**src/diphase_pkg.sv**
```systemverilog
// Shared constants and types for the diphase tape record encoder and playback decoder.
// Behaviour
// [RULE1] The encoder ORs the inverted held data with the record clock and toggles one flip-flop on each falling edge of that combination, and that flip-flop is the record stream.
// [RULE2] A zero bit is recorded as a square wave at half the bit rate, changing level only at the cell boundary.
// [RULE3] A one bit adds a transition at mid-cell, so the stream runs at the full bit rate for that cell.
// [RULE4] The source delivers return-to-zero data with its clock at 5120 bits per second.
// [RULE5] Two tracks are encoded and recorded together, each through its own encoder.
// [RULE6] Erase is on only in record mode and never in playback or stop.
// [RULE7] A playback command stops recording, reverses the tape and runs it at 22 times record speed while the data is decoded.
// [RULE8] In playback the limited signal and its complement both go to the timing extractor and the data decoder.
// [RULE9] Bit timing comes from transitions of the played-back signal through one-shot timing, not from an outside clock.
// [RULE10] Each bit is decided from the recovered timing and the signal and is given out as NRZ data.
// [RULE11] The source clock has a 50 percent duty cycle and is high while a one pulse is present.
// [RULE12] A bit is a one when a transition falls inside the mid-cell window and a zero when none does.
package diphase_pkg;

  // ****************************************************************
  // Timing
  // ****************************************************************
  localparam int CLK_HZ = 50000000;
  localparam int REC_BIT_RATE = 5120;
  localparam int PB_SPEED_RATIO = 22;
  localparam int PB_BIT_RATE = REC_BIT_RATE * PB_SPEED_RATIO;
  // Played-back cell length in system clock cycles.
  localparam int PB_CELL_CYC = CLK_HZ / PB_BIT_RATE;
  localparam int CNT_W = 11;
  localparam int TRACKS = 2;

  // ****************************************************************
  // Types
  // ****************************************************************
  // Transport mode, Gray coded along stop, record, playback.
  typedef enum logic [1:0] {
    MODE_STOP = 2'h0,
    MODE_RECORD = 2'h1,
    MODE_PLAYBACK = 2'h3
  } mode_t;

  // One decoded NRZ bit with its one-cycle strobe.
  typedef struct packed {
    logic data;
    logic strobe;
  } nrz_t;

  // Transport and head controls.
  typedef struct packed {
    logic erase;
    logic reverse;
    logic fast;
    logic record;
  } tape_ctl_t;

  localparam tape_ctl_t CTL_IDLE = 4'h0;

endpackage

```
**src/diphase_tape_codec.sv**
```systemverilog
// Top of the diphase tape codec: mode control, two record encoders and two playback decoders.
`timescale 1ns/1ps
`default_nettype none
module diphase_tape_codec
  import diphase_pkg::*;
#(
  parameter int CELL_CYC = PB_CELL_CYC
) (
  // Clock and reset
  input wire logic MCLK,
  input wire logic RST_B,
  // Mode commands, levels from outside
  input wire logic REC_CMD,
  input wire logic PLAY_CMD,
  input wire logic STOP_CMD,
  input wire logic TAPE_START,
  // Record inputs: return-to-zero data per track and the shared record clock
  input wire logic [TRACKS-1:0] RZ_DATA,
  input wire logic REC_CLK,
  // Playback inputs: limited signal and complement per track
  input wire logic [TRACKS-1:0] PB_SIG,
  input wire logic [TRACKS-1:0] PB_SIG_N,
  // Record head streams
  output logic [TRACKS-1:0] DIPHASE_OUT,
  // Transport and head controls
  output logic ERASE_EN,
  output logic TAPE_REVERSE,
  output logic TAPE_FAST,
  output logic RECORDING,
  // Decoded playback data
  output logic [TRACKS-1:0] NRZ_DATA,
  output logic [TRACKS-1:0] NRZ_STROBE
);

  // ****************************************************************
  // Input synchronisers
  // ****************************************************************
  // Every pin but MCLK and RST_B passes two flops; only the second stage is read by logic.
  logic [2:0] cmd_meta;
  logic [2:0] cmd_sync;
  logic start_meta;
  logic start_sync;
  logic clk_meta;
  logic clk_sync;
  logic [TRACKS-1:0] rz_meta;
  logic [TRACKS-1:0] rz_sync;
  logic [TRACKS-1:0] pb_meta;
  logic [TRACKS-1:0] pb_sync;
  logic [TRACKS-1:0] pbn_meta;
  logic [TRACKS-1:0] pbn_sync;

  // Two-flop synchronisers for all pins but MCLK and RST_B.
  always_ff @(posedge MCLK) begin
    if (!RST_B) begin
      cmd_meta <= '0;
      cmd_sync <= '0;
      start_meta <= 1'b0;
      start_sync <= 1'b0;
      clk_meta <= 1'b0;
      clk_sync <= 1'b0;
      rz_meta <= '0;
      rz_sync <= '0;
      pb_meta <= '0;
      pb_sync <= '0;
      pbn_meta <= '0;
      pbn_sync <= '0;
    end else begin
      cmd_meta <= {STOP_CMD, PLAY_CMD, REC_CMD};
      cmd_sync <= cmd_meta;
      start_meta <= TAPE_START;
      start_sync <= start_meta;
      clk_meta <= REC_CLK;
      clk_sync <= clk_meta;
      rz_meta <= RZ_DATA;
      rz_sync <= rz_meta;
      pb_meta <= PB_SIG;
      pb_sync <= pb_meta;
      pbn_meta <= PB_SIG_N;
      pbn_sync <= pbn_meta;
    end
  end

  // ****************************************************************
  // Mode control
  // ****************************************************************
  mode_t mode;
  mode_t next_mode;
  logic [2:0] cmd_prev;
  logic [2:0] cmd_rise;
  tape_ctl_t ctl;
  tape_ctl_t next_ctl;

  // Commands act on their rising edge so a held level fires once.
  assign cmd_rise = cmd_sync & ~cmd_prev;

  // Stop outranks playback, which outranks record.
  always_comb begin
    next_mode = mode;
    case (mode)
      MODE_STOP: begin
        if (cmd_rise[1]) begin
          next_mode = MODE_PLAYBACK;
        end else if (cmd_rise[0]) begin
          next_mode = MODE_RECORD;
        end
      end
      MODE_RECORD: begin
        if (cmd_rise[2]) begin
          next_mode = MODE_STOP;
        end else if (cmd_rise[1]) begin
          // [RULE7] playback ends recording
          next_mode = MODE_PLAYBACK;
        end
      end
      MODE_PLAYBACK: begin
        // Rewinding ends when the tape is back at its start.
        if (cmd_rise[2] || start_sync) begin
          next_mode = MODE_STOP;
        end
      end
      default: begin
        next_mode = MODE_STOP;
      end
    endcase
  end

  // Controls follow the next mode so they change in the same cycle as the mode.
  always_comb begin
    next_ctl = CTL_IDLE;
    case (next_mode)
      MODE_RECORD: begin
        // [RULE6] erase only when recording
        next_ctl.erase = 1'b1;
        next_ctl.record = 1'b1;
      end
      MODE_PLAYBACK: begin
        // [RULE7] reverse at high speed
        next_ctl.reverse = 1'b1;
        next_ctl.fast = 1'b1;
      end
      default: begin
        next_ctl = CTL_IDLE;
      end
    endcase
  end

  // Mode and control registers.
  always_ff @(posedge MCLK) begin
    if (!RST_B) begin
      mode <= MODE_STOP;
      cmd_prev <= '0;
      ctl <= CTL_IDLE;
    end else begin
      mode <= next_mode;
      cmd_prev <= cmd_sync;
      ctl <= next_ctl;
    end
  end

  assign ERASE_EN = ctl.erase;
  assign TAPE_REVERSE = ctl.reverse;
  assign TAPE_FAST = ctl.fast;
  assign RECORDING = ctl.record;

  // ****************************************************************
  // Record encoders
  // ****************************************************************
  // The clock edges are found once and shared by both tracks.
  logic clk_prev;
  logic clk_rise;
  logic [TRACKS-1:0] bit_hold;
  logic [TRACKS-1:0] next_bit_hold;
  logic [TRACKS-1:0] comb_prev;
  logic [TRACKS-1:0] comb_now;
  logic [TRACKS-1:0] diphase;
  logic [TRACKS-1:0] next_diphase;

  assign clk_rise = clk_sync && !clk_prev;

  // The source holds data high with the clock high for a one.
  // [RULE11] clock high with one pulse
  always_comb begin
    next_bit_hold = bit_hold;
    if (clk_sync) begin
      next_bit_hold = bit_hold | rz_sync;
    end
    if (clk_rise) begin
      next_bit_hold = rz_sync;
    end
  end

  // The return-to-zero pulse falls with the clock, so the bit is held for the whole cell;
  // otherwise the OR would never see a falling edge at mid-cell.
  // [RULE1] inverted data OR clock
  assign comb_now = ~bit_hold | {TRACKS{clk_sync}};

  // One toggle flop per track; separate state keeps the tracks independent.
  always_comb begin
    next_diphase = diphase;
    for (int t = 0; t < TRACKS; t++) begin
      if (!ctl.record) begin
        next_diphase[t] = 1'b0;
      end else if (clk_rise) begin
        // [RULE2] boundary transition every cell
        next_diphase[t] = ~diphase[t];
      end else if (comb_prev[t] && !comb_now[t]) begin
        // [RULE3] mid-cell transition for a one
        next_diphase[t] = ~diphase[t];
      end
    end
  end

  // [RULE5] two encoder paths
  always_ff @(posedge MCLK) begin
    if (!RST_B) begin
      clk_prev <= 1'b0;
      bit_hold <= '0;
      comb_prev <= '1;
      diphase <= '0;
    end else begin
      clk_prev <= clk_sync;
      bit_hold <= next_bit_hold;
      comb_prev <= comb_now;
      diphase <= next_diphase;
    end
  end

  assign DIPHASE_OUT = diphase;

  // ****************************************************************
  // Playback decoders
  // ****************************************************************
  nrz_t nrz [TRACKS];

  // Each track gets its own extractor and decoder, enabled only in playback.
  for (genvar g = 0; g < TRACKS; g++) begin : g_dec
    diphase_decoder #(
      .CELL_CYC(CELL_CYC)
    ) u_dec (
      .clk(MCLK),
      .rst_b(RST_B),
      .enable(ctl.fast),
      .sig(pb_sync[g]),
      .sig_n(pbn_sync[g]),
      .nrz(nrz[g])
    );
    assign NRZ_DATA[g] = nrz[g].data;
    assign NRZ_STROBE[g] = nrz[g].strobe;
  end

endmodule
`default_nettype wire

```
**src/diphase_decoder.sv**
```systemverilog
// Playback timing extractor and data decoder for one diphase track.
`timescale 1ns/1ps
`default_nettype none
module diphase_decoder
  import diphase_pkg::*;
#(
  parameter int CELL_CYC = PB_CELL_CYC
) (
  // Clock and reset
  input wire logic clk,
  input wire logic rst_b,
  // Control
  input wire logic enable,
  // Synchronised limited signal and its complement
  input wire logic sig,
  input wire logic sig_n,
  // Decoded output
  output var nrz_t nrz
);

  localparam logic [CNT_W-1:0] WIN_OPEN = CNT_W'(CELL_CYC / 4);
  localparam logic [CNT_W-1:0] WIN_CLOSE = CNT_W'((3 * CELL_CYC) / 4);
  localparam logic [CNT_W-1:0] LOST_CYC = CNT_W'(2 * CELL_CYC);

  logic [CNT_W-1:0] cnt;
  logic [CNT_W-1:0] next_cnt;
  logic sig_prev;
  logic next_sig_prev;
  logic locked;
  logic next_locked;
  logic mid_seen;
  logic next_mid_seen;
  nrz_t next_nrz;
  logic edge_seen;

  // A level counts only while the two rails disagree, and only such a level is remembered.
  // A spike on one rail therefore cannot fake a transition on its way back either.
  // [RULE8] both rails used
  assign edge_seen = (sig != sig_prev) && (sig != sig_n);
  assign next_sig_prev = (sig != sig_n) ? sig : sig_prev;

  // One-shot timing: the counter restarts on each boundary transition and times the cell.
  always_comb begin
    next_cnt = cnt;
    next_locked = locked;
    next_mid_seen = mid_seen;
    next_nrz.data = nrz.data;
    next_nrz.strobe = 1'b0;
    if (!enable) begin
      next_cnt = '0;
      next_locked = 1'b0;
      next_mid_seen = 1'b0;
    end else begin
      if (cnt != LOST_CYC) begin
        next_cnt = cnt + CNT_W'(1);
      end
      if (edge_seen) begin
        // [RULE9] one-shot boundary timing
        if (!locked || cnt >= WIN_CLOSE) begin
          if (locked) begin
            // [RULE10] NRZ bit out
            next_nrz.data = mid_seen;
            next_nrz.strobe = 1'b1;
          end
          next_locked = 1'b1;
          next_cnt = '0;
          next_mid_seen = 1'b0;
        end else if (cnt >= WIN_OPEN) begin
          // [RULE12] mid-cell window
          next_mid_seen = 1'b1;
        end
      end else if (cnt == LOST_CYC) begin
        // Two silent cells mean dropout; relock on the next transition.
        next_locked = 1'b0;
      end
    end
  end

  // Registers for the extractor and decoder.
  always_ff @(posedge clk) begin
    if (!rst_b) begin
      cnt <= '0;
      sig_prev <= 1'b0;
      locked <= 1'b0;
      mid_seen <= 1'b0;
      nrz <= '0;
    end else begin
      cnt <= next_cnt;
      sig_prev <= next_sig_prev;
      locked <= next_locked;
      mid_seen <= next_mid_seen;
      nrz <= next_nrz;
    end
  end

endmodule
`default_nettype wire

```
**config.mk**
```make
export PLATFORM = sky130hd
export DESIGN_NAME = diphase_tape_codec
export DESIGN_NICKNAME = d
export VERILOG_FILES = /design/src/diphase_pkg.sv /design/src/diphase_tape_codec.sv /design/src/diphase_decoder.sv
export SDC_FILE = /design/constraint.sdc
export NUM_CORES = 1
export LEC_CHECK = 0
export ABC_AREA = 1
export BUFFER_PORTS_ARGS = -buffer_cell sky130_fd_sc_hd__buf_2
export CORE_MARGIN = 5
export CORE_UTILIZATION = 25
export CTS_CLUSTER_DIAMETER = 50
export DETAILED_ROUTE_END_ITERATION = 16
export GPL_TIMING_DRIVEN = 0
export SYNTH_ARGS = -nofsm -noshare
export SYNTH_HDL_FRONTEND = slang
export SYNTH_SLANG_ARGS = --single-unit
```
**constraint.sdc**
```tcl
create_clock -name MCLK -period 1.95 [get_ports MCLK]
set_clock_uncertainty 0.05 [all_clocks]
set_input_delay 0.39 -clock MCLK [delete_from_list [all_inputs] [get_ports MCLK]]
set_output_delay 0.39 -clock MCLK [all_outputs]
set_load 0.01 [all_outputs]
```
==> flow_metrics.py, run 1 <==
metrics = {
    "layout": {
        "final_util_pct": 30.2,
        "final_cell_area_um2": 3280,
        "antenna_cells": 0,
        "nNetsFinal": 411,
        "final_cells": 538,
        "areaGrowthSynthToFinish_pct": 18.0,
        "final_layout_size_suffix_gt1_share_pct": 14.6,
        "nFillCells": 1165,
    },
    "sta": {
        "fin_setup_tns_ns": 0,
        "tightestPinTransition_ns": 0.444,
        "timing.hold.ws_ns": 0.174,
        "relSlewSlack_pct": 70.4,
        "max_freq_ghz": 0.644,
        "slew_viol_final": 0,
        "hold_viol": 0,
        "rsz0062_at_grt": "false",
        "setup_ws_ns": 0.398,
        "fin_crit_sh_pct": 79.6,
        "period_needed_ns": 1.55,
        "setup_viol_count_final": 0,
    },
    "job": {
        "maxCapViolCount": 0,
    },
    "synth": {
        "synth_fp_nets": 378,
        "synth_cells": 360,
        "yosys_warnings": 0,
        "synth_area_um2": 2780,
        "yosysUniqueCellTypes": 32,
        "synth_area_leaders": "dfxtp_1 49%, nand2_1 11%, inv_1 9.8%",
        "yosysTopAreaCellShare_pct": 48.9,
        "avgSynthCellArea_um2": 7.73,
        "ys_seq_area_share_pct": 48.9,
        "yosys.area.top_type": "dfxtp_1",
        "synth_seq_cells": 68,
    },
    "grt": {
        "grt_pass1_vias": 2089,
        "grt_pass1_wl_mm": 8.77,
        "grt_max_degree": 13,
        "antenna_found_initial": 0,
        "grt_overflow": 0,
        "grt_usage_pct": 8.23,
    },
    "clock_tree": {
        "cts_max_level": 3,
        "post_cts_buffers": 0,
        "cts_num_sinks": 68,
        "cts_root_buf": "clkbuf_8",
        "clk_path_buf_depth": 2,
        "cts_tree": "yes",
        "path_clk_slew_ns": 0.07,
        "hold_buffers": 0,
        "cts_buffers": 9,
        "cts_resized": 0,
        "insertion_delay_ns": 0.34,
    },
    "worst_hold_path": {
        "worstHoldPathType": "input pin to flip-flop",
    },
    "pwr": {
        "total_power_mw": 2.79,
        "leakagePower_nw": 1.56,
        "p_per_area_nw_per_um2": 850,
        "ir_drop_uv": 491,
    },
    "placed_design": {
        "dpl.cell_count": 522,
        "pre_cts_slack_ns": 0.393,
        "dpl_cell_area_um2": 3070,
        "gp_congestion": 0.821,
        "portBuffers": 22,
        "place_hpwl_mm": 3.52,
    },
    "die": {
        "coreArea_um2": 10900,
        "die_y_um": 116,
        "ios": 23,
        "initial_utilization_pct": 25.6,
        "row_count": 38,
        "design.die.area_um2": 13300,
        "dieWidth_um": 116,
    },
    "setup_path": {
        "critPathKind": "flip-flop to flip-flop",
        "crit_arrival_ns": 1.74,
        "path_max_fanout": 5,
        "end_kind": "flip-flop",
        "r2r_setup_slack_ns": 0.40,
        "critPathRequiredTime_ns": 2.14,
        "setup.worst_path.start_class": "flip-flop",
    },
    "routing": {
        "via_per_inst": 3.92,
        "drc": 0,
        "vias": 2109,
        "drt-total-wl_mm": 4.80,
        "wire_per_inst_um": 8.91,
        "drt_pass1_iterations": 4,
        "drtIter0Drc": 42,
        "final_antenna_net_count": 0,
    },
    "status": {
        "status": "finished, final reports clean",
    },
}
==> cells in the mapped netlist <==
library cell,count
buf_2,1
ha_1,5
nand2_2,2
nor3_1,7
buf_1,3
o21a_1,2
o31ai_1,2
nand4_1,8
buf_6,2
xor2_1,10
buf_4,2
or2_2,2
nor2_2,3
nor3_2,1
inv_1,73
a32o_1,2
nand3_1,14
xnor2_1,3
or3b_2,1
nor2_1,42
nor3_4,1
nand3_2,1
dfxtp_1,68
or2_1,2
nor2_4,1
o21ai_0,5
or3_1,1
nand2_1,80
a21oi_1,12
a21oi_4,2
a31oi_1,1
nand2_4,1
==> state kept, by name, indices dropped and copies added, names as in the netlist, 3 cells and up <==
name             count
cmd_sync             3
g_dec.u_dec.cnt     22
cmd_prev             3
cmd_meta             3
g_dec.u_dec.nrz      4
==> metal layers <==
| layer | share of wire, % | track usage [%] |
|---|---|---|
| met5 | 0 | 0 |
| met4 | 2.2 | 4.46 |
| met3 | 3.2 | 2.82 |
| met2 | 48 | 13.4 |
| met1 | 47 | 9.53 |
==> power by group <==
part	total [mW]	leakage, nW	internal, mW	switching, mW
Sequential	1.43	0.554	1.42	0.0139
Clock	1.25	0.109	0.715	0.536
Combinational	0.106	0.895	0.0428	0.0629
==> layout make-up <==
cell class                      instances  area, µm²  area share (%)
Clock inverter                          7       91.3            2.78
Tap cell                              140        175            5.34
Inverter                               73        274            8.35
Clock buffer                            9        124            3.77
Buffer                                  8       53.8            1.64
Sequential cell                        68       1360            41.5
Timing Repair Buffer                   22        110            3.35
Multi-Input combinational cell        211       1090            33.3
==> cell usage in the layout, fill, tap and decap left out, drive strengths merged <==
cell type and instances:
a21oi 14, a31oi 1, a32o 2, buf 30
bufinv 2, clkbuf 9, clkinv 4, clkinvlp 1
dfxtp 68, ha 5, inv 73, nand2 83
nand3 15, nand4 8, nor2 46, nor3 9
o21a 2, o21ai 5, o31ai 2, or2 4
or3 1, or3b 1, xnor2 3, xor2 10
==> logic make-up (layout without fill, tap and decap cells) <==
group,Yosys count,in the layout,share of synthesized area (%)
fa+ha+maj,5,5,2.25
flops,68,68,48.9
compound gates,26,26,6.25
simple gates,167,167,26.7
xor+xnor,13,13,4.09
buf+inv,81,119,11.8
==> path summary, 6_finish.rpt <==
check             depth (start not counted)                             start                                 to
hold reg to reg                           2             pb_meta[0]$_SDFF_PN0_              pb_sync[0]$_SDFF_PN0_
hold / removal                            3                        RZ_DATA[1]              rz_meta[1]$_SDFF_PN0_
setup reg to reg                          8  g_dec[1].u_dec.cnt[1]$_SDFF_PN0_  g_dec[1].u_dec.cnt[10]$_SDFF_PN0_
setup / recovery                          8  g_dec[1].u_dec.cnt[1]$_SDFF_PN0_  g_dec[1].u_dec.cnt[10]$_SDFF_PN0_
==> worst max-delay path: stages (launching register included) <==
cell and delay, ns:
dfxtp_1 0.40, ha_1 0.21, inv_1 0.05, nor2_1 0.14, nand2_1 0.11, nor3_2 0.20, nand2_1 0.09, xor2_1 0.16
nor2_2 0.04
Power figures use the tool's default switching activity.
==> run 2: changes to the inputs <==
==> constraint.sdc (replaced) <==
create_clock -name MCLK -period 1.49 [get_ports MCLK]
set_clock_uncertainty 0.05 [all_clocks]
set_input_delay 0.298 -clock MCLK [delete_from_list [all_inputs] [get_ports MCLK]]
set_output_delay 0.298 -clock MCLK [all_outputs]
set_load 0.01 [all_outputs]
==> flow_metrics.py, run 2 (same netlist as run 1, synthesis figures left out) <==
metrics = {
    "status": {
        "status": "finished, final reports clean",
    },
    "clock_tree": {
        "clk_path_buf_depth": 2,
        "path_clk_slew_ns": 0.07,
        "cts_root_buf": "clkbuf_8",
        "cts_tree": "yes",
        "hold_buffers": 0,
        "insertion_delay_ns": 0.34,
        "cts_buffers": 9,
        "cts_num_sinks": 68,
        "cts_max_level": 3,
    },
    "pwr": {
        "p_per_area_nw_per_um2": 1070,
        "total_power_mw": 3.65,
        "clockPowerShare_pct": 44.6,
        "p_sw_uw": 796,
        "pwr-share-seq_pct": 51.3,
        "p_comb_share_pct": 4.1,
        "swShare_pct": 21.8,
        "ir_drop_uv": 643,
        "leakagePower_nw": 1.61,
        "internal_power_mw": 2.85,
    },
    "worst_hold_path": {
        "min_from": "RZ_DATA[1]",
        "worstHoldPathType": "input pin to flip-flop",
    },
    "placed_design": {
        "dpl_cell_area_um2": 3070,
        "gp_congestion": 0.821,
        "portBuffers": 22,
        "place_hpwl_mm": 3.52,
        "dpl.cell_count": 522,
        "pre_cts_slack_ns": -0.0672,
    },
    "sta": {
        "fin_crit_sh_pct": 95.1,
        "rsz0062_at_grt": "true",
        "tightestPinTransition_ns": 0.445,
        "setup_ws_ns": 0.0728,
        "period_needed_ns": 1.42,
        "slew_viol_final": 0,
        "max_freq_ghz": 0.706,
        "hold_viol": 0,
        "fin_setup_tns_ns": 0,
        "setup_viol_count_final": 0,
        "timing.hold.ws_ns": 0.0826,
        "relSlewSlack_pct": 70.3,
    },
    "setup_path": {
        "worstPathCellList": "ha_4 -> inv_1 -> nor2_4 -> nand2_4 -> nor3_4 -> nand2_1 -> xor2_1 -> nor2_2",
        "critical_path.slowest_cell": "dfxtp_4",
        "crit_arrival_ns": 1.61,
        "critPathRequiredTime_ns": 1.68,
        "slowest_delay_ns": 0.39,
        "critPathLaunch": "g_dec[0].u_dec.cnt[1]$_SDFF_PN0_",
        "setup.worst_path.start_class": "flip-flop",
        "path_max_fanout": 5,
        "end_kind": "flip-flop",
        "critPathKind": "flip-flop to flip-flop",
        "reg2reg_from": "g_dec[0].u_dec.cnt[1]$_SDFF_PN0_",
    },
    "die": {
        "ios": 23,
        "initial_utilization_pct": 25.6,
        "design.die.area_um2": 13300,
        "dieWidth_um": 116,
        "coreArea_um2": 10900,
        "row_count": 38,
        "die_y_um": 116,
    },
    "routing": {
        "drt_pass1_iterations": 4,
        "drt-total-wl_mm": 4.99,
        "via_per_inst": 3.94,
        "wire_per_inst_um": 9.15,
        "drc": 0,
        "drtIter0Drc": 45,
        "final_antenna_net_count": 0,
        "vias": 2149,
    },
    "grt": {
        "grt_usage_pct": 8.24,
        "grt_max_degree": 13,
        "grt_overflow": 0,
        "antenna_found_initial": 0,
        "grt_pass1_wl_mm": 8.78,
        "grt_pass1_vias": 2091,
    },
    "layout": {
        "nFillCells": 1155,
        "reg.largest.list": "g_dec.u_dec.cnt x22, g_dec.u_dec.nrz x4",
        "final_common_cell": "nand2_1",
        "final_util_pct": 31.4,
        "top_register": "g_dec.u_dec.cnt",
        "nNetsFinal": 418,
        "final_cell_area_um2": 3420,
        "final_cell_mix": "76 x nand2_1, 72 x inv_1, 59 x dfxtp_1",
        "final_layout_size_suffix_gt1_share_pct": 21.2,
        "largest_reg_flops": 22,
        "areaGrowthSynthToFinish_pct": 22.8,
        "final_cells": 545,
        "antenna_cells": 0,
    },
    "job": {
        "maxCapViolCount": 0,
    },
}
## run 2: cell count changes in the layout (fill, tap and decap cells not counted), sizes merged
cell	before	now
buf	30	37
## run 2: timing repair
action / in CTS / in global routing
setup buffers: 0 / 6
pin swaps: 2 / 6
gates resized for setup: 8 / 21
gates cloned: 0 / 1
setup endpoints to repair: 4 / 20
## run 2: final cells by class
| cell class | instances | area (µm²) | area share, % |
|---|---|---|---|
| plain buffers | 8 | 53.8 | 1.58 |
| clock buffers | 9 | 124 | 3.63 |
| clock inverters | 7 | 91.3 | 2.67 |
| inverters | 73 | 274 | 8.02 |
| multi-input cells | 211 | 1150 | 33.7 |
| flip-flops and latches | 68 | 1380 | 40.5 |
| well taps | 140 | 175 | 5.13 |
| repair buffers | 29 | 163 | 4.76 |
## run 2: final timing paths
path | slack (ns) | depth (start not counted) | endpoint
min | 0.08 | 3 | rz_meta[1]$_SDFF_PN0_
max reg2reg | 0.07 | 8 | g_dec[0].u_dec.cnt[10]$_SDFF_PN0_
min reg2reg | 0.36 | 2 | pb_sync[0]$_SDFF_PN0_
max | 0.07 | 8 | g_dec[0].u_dec.cnt[10]$_SDFF_PN0_
## run 2: worst max-delay path: cells and delay by family (launching register included)
family | cells | cell delay, ns
fa+ha+maj | 1 | 0.13
flops | 1 | 0.39
xor+xnor | 1 | 0.16
simple gates | 5 | 0.53
buf+inv | 1 | 0.05
## run 2: metal layers
layer | GRT usage (%) | share of wire (%) | vias to the layer above
li1 | - | - | 1166
met1 | 9.56 | 47 | 956
met2 | 13.4 | 49 | 21
met3 | 2.82 | 2.4 | 6
met4 | 4.46 | 1.9 | 0
met5 | 0 | 0 | -
## run 2: power groups by stage
stage | Sequential [mW] | Combinational, mW | Clock [mW]
after CTS | 1.88 | 0.142 | 1.68
final | 1.87 | 0.148 | 1.63
after global placement | 1.92 | 0.137 | 0
after detailed placement | 1.92 | 0.141 | 0
after floorplan | 1.92 | 0.0960 | 0
after global routing | 1.88 | 0.174 | 1.77
==> run 3: changes to the inputs <==
==> constraint.sdc (replaced) <==
create_clock -name MCLK -period 1.2 [get_ports MCLK]
set_clock_uncertainty 0.05 [all_clocks]
set_input_delay 0.24 -clock MCLK [delete_from_list [all_inputs] [get_ports MCLK]]
set_output_delay 0.24 -clock MCLK [all_outputs]
set_load 0.01 [all_outputs]
==> flow_metrics.py, run 3 (same netlist as run 1, synthesis figures left out) <==
metrics = {
    "status": {
        "status": "finished, violations left",
        "violations": "negative setup slack",
    },
    "pwr": {
        "p_per_area_nw_per_um2": 1130,
        "ir_drop_uv": 1110,
        "total_power_mw": 4.45,
        "leakagePower_nw": 1.79,
    },
    "die": {
        "die_y_um": 116,
        "initial_utilization_pct": 25.6,
        "dieWidth_um": 116,
        "row_count": 38,
        "coreArea_um2": 10900,
        "design.die.area_um2": 13300,
        "ios": 23,
    },
    "clock_tree": {
        "cts_max_level": 3,
        "insertion_delay_ns": 0.34,
        "clk_path_buf_depth": 2,
        "hold_buffers": 0,
        "path_clk_slew_ns": 0.07,
        "cts_num_sinks": 68,
        "cts_buffers": 9,
        "cts_root_buf": "clkbuf_8",
        "cts_tree": "yes",
    },
    "sta": {
        "slew_viol_final": 0,
        "tightestPinTransition_ns": 0.440,
        "max_freq_ghz": 0.725,
        "hold_viol": 0,
        "setup_ws_ns": -0.179,
        "fin_crit_sh_pct": 115,
        "period_needed_ns": 1.38,
        "relSlewSlack_pct": 70.7,
        "timing.hold.ws_ns": 0.0331,
        "rsz0062_at_grt": "true",
        "setup_viol_count_final": 27,
    },
    "setup_path": {
        "critical_path.slowest_cell": "dfxtp_4",
        "crit_buf_inv": 1,
        "path_delay_family": "simple AND/OR/NAND/NOR gates",
        "setup.worst_path.start_class": "flip-flop",
        "r2r_setup_slack_ns": -0.18,
        "critPathKind": "flip-flop to flip-flop",
        "path_max_fanout": 2,
        "slowest_delay_ns": 0.37,
        "worstPathCellList": "ha_4 -> inv_2 -> nor2_4 -> nand2_2 -> nor3_4 -> nand2_1 -> xor2_1 -> nor2_2",
        "end_kind": "flip-flop",
        "reg2reg_from": "g_dec[1].u_dec.cnt[1]$_SDFF_PN0_",
        "worstReg2RegEnd": "g_dec[1].u_dec.cnt[10]$_SDFF_PN0_",
        "critPathRequiredTime_ns": 1.38,
        "reg2reg_depth": 8,
        "crit_arrival_ns": 1.56,
        "critPathLaunch": "g_dec[1].u_dec.cnt[1]$_SDFF_PN0_",
    },
    "layout": {
        "areaGrowthSynthToFinish_pct": 41.8,
        "final_cell_area_um2": 3950,
        "final_common_cell": "inv_1",
        "largest_reg_flops": 22,
        "top_register": "g_dec.u_dec.cnt",
        "nNetsFinal": 435,
        "final_util_pct": 36.2,
        "final_cells": 562,
        "final_cell_mix": "68 x inv_1, 63 x nand2_1, 47 x dfxtp_1",
        "reg.largest.list": "g_dec.u_dec.cnt x22, g_dec.u_dec.nrz x4",
        "final_layout_size_suffix_gt1_share_pct": 40.3,
        "antenna_cells": 0,
    },
    "grt": {
        "met1_usage_pct": 9.68,
        "busiest_layer": "met2",
        "grt_pass1_wl_mm": 9.29,
        "met3_usage_pct": 2.61,
        "grt_max_degree": 12,
        "use_met2_pct": 14.7,
        "grt_usage_pct": 8.60,
        "grt_overflow": 0,
        "grt_pass1_vias": 2213,
        "antenna_found_initial": 0,
    },
    "worst_hold_path": {
        "hold_depth": 3,
        "worstHoldPathType": "input pin to flip-flop",
        "min_from": "RZ_DATA[1]",
        "min_delay_worst_endpoint": "rz_meta[1]$_SDFF_PN0_",
    },
    "routing": {
        "drt_pass1_iterations": 4,
        "drc": 0,
        "wire_per_inst_um": 10.5,
        "final_antenna_net_count": 0,
        "vias": 2301,
        "drtIter0Drc": 46,
        "via_per_inst": 4.09,
        "drt-total-wl_mm": 5.88,
    },
    "placed_design": {
        "place_hpwl_mm": 3.63,
        "gp_congestion": 0.791,
        "dpl_cell_area_um2": 3140,
        "dpl.cell_count": 522,
        "portBuffers": 22,
    },
    "job": {
        "maxCapViolCount": 0,
    },
}
-- run 3: cell count changes in the layout (fill, tap and decap cells not counted), sizes merged --
cell / change
buf: +17
bufinv: -1
clkbuf: +3
clkinv: -2
clkinvlp: -1
inv: +1
-- run 3: what timing repair did --
| action | CTS | global route |
|---|---|---|
| buffers inserted | 11 | 13 |
| endpoints found under the setup margin | 34 | 33 |
| gates resized for setup | 45 | 80 |
| gates cloned | 2 | 0 |
| pin swaps | 12 | 33 |
-- run 3: worst max-delay path by stage --
stage / cells past startpoint / end / slack [ns]
6_report: 8 / g_dec[1].u_dec.cnt[10]$_SDFF_PN0_ / -0.18
5_1_grt: 8 / g_dec[1].u_dec.cnt[10]$_SDFF_PN0_ / -0.24
4_1_cts: 8 / g_dec[1].u_dec.cnt[10]$_SDFF_PN0_ / -0.19
3_5_place_dp: 8 / g_dec[1].u_dec.cnt[10]$_SDFF_PN0_ / -0.23
3_3_place_gp: 8 / g_dec[1].u_dec.cnt[10]$_SDFF_PN0_ / -0.24
2_1_floorplan: 8 / g_dec[1].u_dec.cnt[10]$_SDFF_PN0_ / -0.12
-- run 3: power breakdown --
| group | internal (mW) | switching (mW) | total (mW) |
|---|---|---|---|
| logic | 0.107 | 0.137 | 0.244 |
| clock network | 1.07 | 0.825 | 1.89 |
| registers | 2.28 | 0.0254 | 2.31 |
-- run 3: final cells by class --
class / instances / area (µm²)
Fill cell: 1077 / 6940
Multi-Input combinational cell: 211 / 1470
Sequential cell: 68 / 1420
Timing Repair Buffer: 48 / 355
Inverter: 73 / 277
Tap cell: 140 / 175
Clock buffer: 12 / 155
Clock inverter: 4 / 46.3
Buffer: 6 / 46.3
-- run 3: metrics by stage --
| step | setup TNS (ns) | setup slack (ns) |
|---|---|---|
| 6_report | -2.52 | -0.179 |
| 3_5_place_dp | -5.13 | -0.232 |
| 3_3_place_gp | -4.39 | -0.238 |
| 2_1_floorplan | -0.684 | -0.116 |
| 5_1_grt | -4.87 | -0.243 |
| 4_1_cts | -2.10 | -0.193 |
-- run 3: routing by layer --
layer | up-vias | share of wire, %
met5 | - | 0
met4 | 0 | 2.5
met3 | 15 | 3.6
met2 | 36 | 51
met1 | 1050 | 43
li1 | 1200 | -
-- run 3: worst register-to-register path, delay by kind of cell, from the launching register on --
family / cells / cell delay (ns)
adders and majority gates: 1 / 0.14
and+or+nand+nor: 5 / 0.52
DFF: 1 / 0.37
buffers and inverters: 1 / 0.04
xor gates and xnor gates: 1 / 0.17
